`config.mk`:
```
export PLATFORM = sky130hd
export DESIGN_NAME = ppm_pm_cap_regs
export DESIGN_NICKNAME = d
export VERILOG_FILES = /design/src/ppm_aux_capture.v /design/src/ppm_pm_cap_regs.v
export VERILOG_INCLUDE_DIRS = /design/src
export SDC_FILE = /design/constraint.sdc
export NUM_CORES = 1
export LEC_CHECK = 0
export BUFFER_PORTS_ARGS = -buffer_cell sky130_fd_sc_hd__buf_2
export CAP_MARGIN = 40
export CORE_MARGIN = 2
export CORE_UTILIZATION = 30
export CTS_BUF_LIST = sky130_fd_sc_hd__clkbuf_16
export CTS_CLUSTER_DIAMETER = 50
export DETAILED_ROUTE_END_ITERATION = 8
export PLACE_DENSITY = 0.76
export SETUP_SLACK_MARGIN = 0.1
export SYNTH_ARGS = -nofsm -noshare
export SYNTH_HDL_FRONTEND = slang
export SYNTH_HIERARCHICAL = 1
export SYNTH_SLANG_ARGS = --single-unit
```
`constraint.sdc`:
```
create_clock -name clk -period 1.17 [get_ports clk]
set_input_delay 0.234 -clock clk [delete_from_list [all_inputs] [get_ports clk]]
set_output_delay 0.234 -clock clk [all_outputs]
set_load 0.1 [all_outputs]
```
`src/ppm_defs.vh`:
```
// Offsets, field positions and fixed values of the power management register bank
`ifndef PPM_DEFS_VH
`define PPM_DEFS_VH

// ============================================================
// Register offsets (byte addresses in configuration space)
`define PPM_OFS_PM_CAP            8'hc0
`define PPM_OFS_IDENTITY          8'h80
`define PPM_ADDR_W                8

// ============================================================
// Identity word fields
`define PPM_PART_CODE_HI          31
`define PPM_PART_CODE_LO          16
`define PPM_MAKER_CODE_HI         15
`define PPM_MAKER_CODE_LO         0
`define PPM_CODE_W                16

// ============================================================
// Power management capability word fields
`define PPM_BIT_COLD_WAKE         31
`define PPM_BIT_HOT_OFF_WAKE      30
`define PPM_BIT_STATE2_WAKE       29
`define PPM_BIT_STATE1_WAKE       28
`define PPM_BIT_STATE0_WAKE       27
`define PPM_BIT_STATE2_SUPP       26
`define PPM_BIT_STATE1_SUPP       25
`define PPM_AUX_HI                24
`define PPM_AUX_LO                22
`define PPM_BIT_DEV_INIT          21
`define PPM_BIT_RESERVED20        20
`define PPM_BIT_WAKE_CLK          19
`define PPM_VER_HI                18
`define PPM_VER_LO                16
`define PPM_NEXT_HI               15
`define PPM_NEXT_LO               8
`define PPM_KIND_HI               7
`define PPM_KIND_LO               0

// ============================================================
// Fixed field values
`define PPM_WAKE_STATES_VAL       4'hf
`define PPM_AUX_CUR_FULL          3'h7
`define PPM_AUX_CUR_NONE          3'h0
`define PPM_SPEC_VERSION          3'h2
`define PPM_NEXT_PTR_VAL          8'h00
`define PPM_CAP_KIND_VAL          8'h01
`define PPM_ZERO_BIT              1'b0
`define PPM_ONE_BIT               1'b1

// ============================================================
// Reset values
`define PPM_RDATA_RST             32'h0000_0000
`define PPM_COLD_WAKE_RST         1'b0

`endif

```
`src/ppm_aux_capture.v`:
```
// Synchroniser and post-reset capture of the auxiliary supply sense
`timescale 1ns/100ps
`include "ppm_defs.vh"

module ppm_aux_capture (
  input  wire clk,                // Host bus clock
  input  wire srst,               // Synchronous reset, active high
  input  wire aux_sense,          // Auxiliary supply sense pin, async
  input  wire cold_wake_config,   // Recalled cold-wake config bit
  output reg  cold_wake_support   // Captured cold-wake support
);

  // ============================================================
  // Two-stage synchroniser
  // Left unreset so it tracks the pin while reset is held
  reg sync_a;
  reg sync_b;
  reg captured;

  always @(posedge clk) begin
    sync_a <= aux_sense;
    sync_b <= sync_a;
  end

  // ============================================================
  // One-time capture at first edge after reset release
  always @(posedge clk) begin
    if (srst) begin
      cold_wake_support <= `PPM_COLD_WAKE_RST;
      captured          <= 1'b0;
    end else if (!captured) begin
      cold_wake_support <= sync_b & cold_wake_config;
      captured          <= 1'b1;
    end
  end

endmodule // ppm_aux_capture

```
`src/ppm_pm_cap_regs.v`:
```
// Identity and power management capability register bank
// Operation
// - Identity word: part code high, maker low
// - Bits 30..27 read one: wake states
// - Bits 26 and 25 read one
// - Aux current 111b if cold wake, else 000b
// - Bit 21 reads zero: no special init
// - Bit 19 reads zero: no clock needed
// - Version field bits 18..16 read 010b
// - Next pointer bits 15..8 read 00h
// - Bits 7..0 read 01h: power management
`timescale 1ns/100ps
`include "ppm_defs.vh"

module ppm_pm_cap_regs #(
  parameter [15:0] PART_CODE  = 16'h0a5a,  // Arbitrary value
  parameter [15:0] MAKER_CODE = 16'h05a5   // Arbitrary value
) (
  input  wire        clk,               // Host bus clock, 50 MHz
  input  wire        srst,              // Synchronous reset, active high
  input  wire        aux_sense,         // Auxiliary supply sense pin
  input  wire        cold_wake_config,  // Recalled cold-wake config bit
  input  wire        cfg_rd,            // Config read strobe, one cycle
  input  wire        cfg_wr,            // Config write strobe, one cycle
  input  wire [7:0]  cfg_addr,          // Config byte address, dword aligned
  input  wire [3:0]  cfg_be,            // Byte enables for writes
  input  wire [31:0] cfg_wdata,         // Write data, discarded
  output reg  [31:0] cfg_rdata,         // Read data
  output reg         cfg_rd_valid,      // Read data valid pulse
  output reg         cfg_wr_ack,        // Write completion pulse
  output reg         cfg_hit,           // Last read or byte-enabled write hit a register
  output reg         cold_wake_out      // Cold-wake support state
);

  // ============================================================
  // Address decode
  localparam [1:0] SEL_NONE = 2'b00;
  localparam [1:0] SEL_ID   = 2'b01;
  localparam [1:0] SEL_PM   = 2'b10;

  function [1:0] decode_sel;
    input [7:0] addr;
    begin
      if (addr == `PPM_OFS_IDENTITY) begin
        decode_sel = SEL_ID;
      end else if (addr == `PPM_OFS_PM_CAP) begin
        decode_sel = SEL_PM;
      end else begin
        decode_sel = SEL_NONE;
      end
    end
  endfunction

  function is_mapped;
    input [1:0] sel;
    begin
      is_mapped = (sel != SEL_NONE);
    end
  endfunction

  // ============================================================
  // Captured cold-wake support
  wire cold_wake_support;

  ppm_aux_capture u_aux_capture (
    .clk               (clk),
    .srst              (srst),
    .aux_sense         (aux_sense),
    .cold_wake_config  (cold_wake_config),
    .cold_wake_support (cold_wake_support)
  );

  // ============================================================
  // Identity fields
  wire [`PPM_CODE_W-1:0] part_code;
  wire [`PPM_CODE_W-1:0] maker_code;

  assign part_code  = PART_CODE;
  assign maker_code = MAKER_CODE;

  // ============================================================
  // Wake support of the four warm power states
  // One shared constant keeps the four bits in step
  localparam integer WARM_STATES   = 4;
  localparam [3:0]   WARM_WAKE_VAL = `PPM_WAKE_STATES_VAL;

  wire [WARM_STATES-1:0] warm_wake;

  genvar gi;
  generate
    for (gi = 0; gi < WARM_STATES; gi = gi + 1) begin : g_warm_wake
      assign warm_wake[gi] = WARM_WAKE_VAL[gi];
    end
  endgenerate

  wire hot_off_wake_support = warm_wake[3];
  wire state2_wake_support  = warm_wake[2];
  wire state1_wake_support  = warm_wake[1];
  wire state0_wake_support  = warm_wake[0];

  // ============================================================
  // Fixed capability fields
  wire       state2_supported     = `PPM_ONE_BIT;
  wire       state1_supported     = `PPM_ONE_BIT;
  wire       dev_init_needed      = `PPM_ZERO_BIT;
  wire       reserved_bit20       = `PPM_ZERO_BIT;
  wire       wake_needs_bus_clock = `PPM_ZERO_BIT;
  wire [2:0] pm_spec_version      = `PPM_SPEC_VERSION;
  wire [7:0] next_capability_ptr  = `PPM_NEXT_PTR_VAL;
  wire [7:0] capability_kind      = `PPM_CAP_KIND_VAL;

  // Aux current is only drawn when cold wake is offered
  reg  [2:0] aux_current_code;

  always @* begin
    if (cold_wake_support) begin
      aux_current_code = `PPM_AUX_CUR_FULL;
    end else begin
      aux_current_code = `PPM_AUX_CUR_NONE;
    end
  end

  // ============================================================
  // Register words; bits not named read zero
  reg [31:0] identity_word;
  reg [31:0] pm_cap_word;

  always @* begin
    identity_word = 32'h0000_0000;
    identity_word[`PPM_PART_CODE_HI:`PPM_PART_CODE_LO]   = part_code;
    identity_word[`PPM_MAKER_CODE_HI:`PPM_MAKER_CODE_LO] = maker_code;
  end

  always @* begin
    pm_cap_word = 32'h0000_0000;
    pm_cap_word[`PPM_BIT_COLD_WAKE]        = cold_wake_support;
    pm_cap_word[`PPM_BIT_HOT_OFF_WAKE]     = hot_off_wake_support;
    pm_cap_word[`PPM_BIT_STATE2_WAKE]      = state2_wake_support;
    pm_cap_word[`PPM_BIT_STATE1_WAKE]      = state1_wake_support;
    pm_cap_word[`PPM_BIT_STATE0_WAKE]      = state0_wake_support;
    pm_cap_word[`PPM_BIT_STATE2_SUPP]      = state2_supported;
    pm_cap_word[`PPM_BIT_STATE1_SUPP]      = state1_supported;
    pm_cap_word[`PPM_AUX_HI:`PPM_AUX_LO]   = aux_current_code;
    pm_cap_word[`PPM_BIT_DEV_INIT]         = dev_init_needed;
    pm_cap_word[`PPM_BIT_RESERVED20]       = reserved_bit20;
    pm_cap_word[`PPM_BIT_WAKE_CLK]         = wake_needs_bus_clock;
    pm_cap_word[`PPM_VER_HI:`PPM_VER_LO]   = pm_spec_version;
    pm_cap_word[`PPM_NEXT_HI:`PPM_NEXT_LO] = next_capability_ptr;
    pm_cap_word[`PPM_KIND_HI:`PPM_KIND_LO] = capability_kind;
  end

  // ============================================================
  // Read mux; unmapped addresses read zero
  wire [1:0] rd_sel = decode_sel(cfg_addr);
  wire [1:0] wr_sel = decode_sel(cfg_addr);
  wire       rd_hit = is_mapped(rd_sel);
  wire       wr_hit = is_mapped(wr_sel);
  reg  [31:0] next_rdata;

  always @* begin
    case (rd_sel)
      SEL_ID: begin
        next_rdata = identity_word;
      end
      SEL_PM: begin
        next_rdata = pm_cap_word;
      end
      default: begin
        next_rdata = 32'h0000_0000;
      end
    endcase
  end

  // ============================================================
  // Bus response; write data is dropped on purpose
  // Both registers are read only, so a write completes with no effect
  wire wr_any = cfg_wr & (|cfg_be) & (|{cfg_wdata[0], 1'b1});
  reg  next_hit;
  reg  next_wr_ack;

  always @* begin
    next_hit    = cfg_hit;
    next_wr_ack = 1'b0;
    // Hit flag only moves on an access and holds in between
    if (cfg_rd) begin
      next_hit = rd_hit;
    end else if (wr_any) begin
      next_hit = wr_hit;
    end
    // A read in the same cycle wins; that write gets no ack
    if (cfg_wr && !cfg_rd) begin
      next_wr_ack = 1'b1;
    end
  end

  // ============================================================
  // Read data register; holds until the next read
  always @(posedge clk) begin
    if (srst) begin
      cfg_rdata <= `PPM_RDATA_RST;
    end else if (cfg_rd) begin
      cfg_rdata <= next_rdata;
    end
  end

  // ============================================================
  // Strobes, hit flag and cold-wake copy
  always @(posedge clk) begin
    if (srst) begin
      cfg_rd_valid  <= 1'b0;
      cfg_wr_ack    <= 1'b0;
      cfg_hit       <= 1'b0;
      cold_wake_out <= `PPM_COLD_WAKE_RST;
    end else begin
      cfg_rd_valid  <= cfg_rd;
      cfg_wr_ack    <= next_wr_ack;
      cfg_hit       <= next_hit;
      cold_wake_out <= cold_wake_support;
    end
  end

endmodule // ppm_pm_cap_regs

```
# == After elaboration in Yosys (flattened, before gate mapping) ==
# Cells that the tools add are included.
# word_totals
in_bits,50
output_inout_bits,36
regBits,40
elab_cells,28
# classes
reduce_logical,5
bitwise_logic,2
mux,8
n_eq_ne,4
# op_table
op,count
32-bit one-hot mux with 2 select lines,1
8-bit equality test (second input constant),2
1-bit two-way mux,4
2-bit two-way mux,2
2-bit nonzero test,2
4-bit OR reduction,1
3-bit two-way mux,1
1-bit bitwise AND,2
2-bit by 1-bit equality test with 1-bit output (second input constant),1
2-bit equality test (second input constant),1
1-bit logical AND,1
1-bit logical NOT,1

# == Depth between registers and ports, before layout ==
# logic_depth
depth_word,6
mapped_depth,4
mapped_depth_nobuf,3

# == Cells and area by module ==
# Netlist, hierarchy kept.
# modules_own_cells
module,area_per_inst_um2,n_inst,cells_each,seq_area_each_um2
ppm_pm_cap_regs,583.1,1,66,180.2
ppm_aux_capture,100.1,1,8,80.1

# == Least setup slack after synthesis ==
# OpenSTA, ideal clock, no wires.
# synth_timing
path_kind,register to output
from,"register, netlist name cfg_rdata[20]"
to,output port cfg_rdata[10]
stages_incl_launch_ff,2
required_ns,0.936
n_path_buf,1
setup_slack_ns,-0.528
t_arrival_ns,1.464
cell_sequence,dfxtp_1 > buf_4
# synth_lines
item,line_no,text
end: declaration,ppm_pm_cap_regs.v:28,"output reg [31:0] cfg_rdata,"

==> out/qor.csv <==
metric,value,unit
reg2reg start,u_aux_capture/cold_wake_support,
critical path's largest stage delay,0.47,ns
Worst Clk Skew,0.00373,ns
CP Launch Point,cfg_rdata[20],
post-route core utilization,55.5,%
CTS buffer count,3,
Post-synth EDFFs,0,
I/O Buffers,40,
clock network fraction of total power,45.2,%
Max Clock Freq,860,MHz
Static Leakage,0.515,nW
Worst EP required,0.94,ns
GPL Wtd Cong,0.670,
Mapped Area,683,µm²
Crit Path Class,flop to output pin,
startpoint types,flop,
Crit. End Element,output pin,
# DRC,0,
final setup vio count,0,
first-pass GRT wire length,2470,µm
Avg Vias per Cell,4.24,
Row Count,17,
Main synth FF type,dfxtp_1,
fin crit period,1.16,ns
most frequent cell after synthesis,buf_4,
max_cap viols,0,
most used routing layer,met2,
number of global-route vias before repair,561,
Iter 0 DRT Violations,2,
Sequential Power Share,32.7,%
met2 Track Usage GR,22.9,%
Initial Utilization,31.2,%
Buf/Inv on CP,1,
Pint,947,µW
flop-to-flop setup slack,0.33,ns
CTS max path bufs,2,
Hold Buf Count CTS,0,
combinational fraction of design power,22.1,%
Final Non-Filler Cells,131,
final setup TNS,0,ns
leading area contributor after synthesis,dfxtp_1,
Synth area leaders,"dfxtp_1 (38%), buf_4 (30%), nand2b_1 (4.6%)",
CP max FO,8,
Fin. Hold Viols,0,
Die X,51.7,µm
synth unique cells,20,
switching share of power,31.5,%
WL final,1550,µm
commonest cells in the netlist,"buf_4 (27), dfxtp_1 (13), a21oi_1 (6)",
"Seq/Total Area, Yosys",38.1,%
H-tree depth,1,
# resized after CTS,0,
CP arrival,0.93,ns
Die Footprint,0.00267,mm²
final cycle utilization of the critical path,99.3,%
GRT overflow,0,
IO Pins,86,
Switching Power,436,µW
RSZ-0062 raised after global routing,true,
met3 global-route usage,2.87,%
#FFs+latches synth,13,
Worst VDD drop,0.739,mV
Worst Reg-to-Reg Cells,3,
largest net degree at the start of global routing,15,
worst r2r dst,cfg_rdata[24],
"slowest stage cell, crit path",dfxtp_4,
CTS tree,built,
"CP delay by family, top",flip-flops,
critical path depth,1,
min-delay worst type,primary input to flop,
fin nets,154,
share of post-route cells with drive strength above 1,54.4,%
Ys Warns,6,
Antenna Cells,0,
share of the synthesized area in the top cell type,38.1,%
worst-path cell chain,buf_12,
DP Wirelength,1290,µm
All-Layer GR Usage,13.0,%
Inst Count DP,126,
CP endpoint,cfg_rdata[19],
Pre-Repair DR Iteration Count,4,
clock sink count,13,
clock slew at reported path FFs,0.04,ns
Post-DRT Antenna Nets,0,
GRT met1 Usage,13.6,%
outcome,finished clean,
Final Max Slew Viols,0,
routed vias,556,
PwrDens,1140,mW/mm²
Post-Syn Instances,74,
Area Growth Syn to Fin,77.8,%
Core Box Area,0.00219,mm²
Avg Synthesized Cell Area,9.23,µm²
Post-synth ARST share,0,%
wire length per cell,11.8,µm
CTS Root Cell,clkbuf_16,
initial antenna violation count,0,
worst skew pair latency,0.24,ns
Die Y,51.7,µm
-- power by group through the flow --
| stage | Sequential, mW | Combinational (mW) | Clock [mW] |
|---|---|---|---|
| after floorplan | 0.489 | 0.248 | 0 |
| after detailed placement | 0.460 | 0.306 | 0 |
| after global routing | 0.453 | 0.316 | 0.649 |
| after global placement | 0.460 | 0.302 | 0 |
| final | 0.452 | 0.306 | 0.625 |
| after CTS | 0.452 | 0.306 | 0.637 |
-- through the flow --
stage          setup WS (ns)  total power [mW]  instance area (µm²)  hold slack (ns)
6_report             0.00776              1.38                 1210           0.0992
5_1_grt              -0.0175              1.42                 1210            0.101
4_1_cts             -0.00118              1.40                 1210           0.0997
3_5_place_dp         0.00938             0.766                 1130            0.322
3_3_place_gp          0.0131             0.761                 1130            0.311
2_1_floorplan         0.0280             0.737                  790            0.262
-- worst min path at each step --
stage,from,end,slack [ns],cells past startpoint
6_report,aux_sense,u_aux_capture/sync_a,0.1,1
5_1_grt,aux_sense,u_aux_capture/sync_a,0.10,1
4_1_cts,aux_sense,u_aux_capture/sync_a,0.1,1
3_5_place_dp,u_aux_capture/sync_a,u_aux_capture/sync_b,0.32,0
3_3_place_gp,u_aux_capture/sync_a,u_aux_capture/sync_b,0.31,0
2_1_floorplan,aux_sense,u_aux_capture/sync_a,0.26,0
-- layout make-up --
cell class                      count  area, µm²
Fill cell                         173        976
Timing Repair Buffer               42        561
Sequential cell                    13        284
Multi-Input combinational cell     40        241
Clock buffer                        3       75.1
Tap cell                           28       35.0
Inverter                            4       15.0
Clock inverter                      1       3.75
-- flip-flops by register name (all words and copies together), names as in the netlist --
| name | count |
|---|---|
| u_aux_capture/sync_b | 1 |
| u_aux_capture/cold_wake_support | 1 |
| cfg_rd_valid | 1 |
| u_aux_capture/captured | 1 |
| cfg_wr_ack | 1 |
| cfg_rdata | 5 |
| cold_wake_out | 1 |
| u_aux_capture/sync_a | 1 |
| cfg_hit | 1 |
-- placed cells by master, fill, tap and decap left out, types with 2 or more instances in the layout --
cell type  synthesis  layout
buf_4             27       2
dfxtp_4            0       5
a21oi_1            6       6
buf_2              1      17
conb_1             1      13
buf_12             0      23
nand4_1            2       2
dfxtp_1           13       4
o2111ai_1          2       2
nand2b_1           5       5
inv_1              4       5
clkbuf_16          0       3
nand3_1            2       2
nor2b_1            2       2
dfxtp_2            0       4
-- what timing repair did --
item | in CTS | in global routing
gates cloned | 0 | 0
setup buffers | 1 | 0
endpoints found under the setup margin | 15 | 15
-- worst register-to-register path: stages, from the launching register on --
cell and delay (ns):
dfxtp_1 0.36, and3_1 0.18, nand3_1 0.08, a21oi_1 0.15
-- routing by layer --
metal	wire, µm	part of all wire, %	up-vias
li1	-	-	262
met1	605	39	246
met2	746	48	43
met3	152	9.8	5
met4	46	3.0	0
met5	0	0	-
-- logic make-up (layout without fill, tap and decap cells) --
kind of cell | Yosys count | in the layout | share of synthesized area [%]
and+or+nand+nor | 17 | 17 | 18.3
DFF | 13 | 13 | 38.1
buffers and inverters | 33 | 50 | 33.1
other | 1 | 13 | 0.549
AOI/OAI and AO/OA | 10 | 10 | 9.89
(Power assumes the default switching activity.)
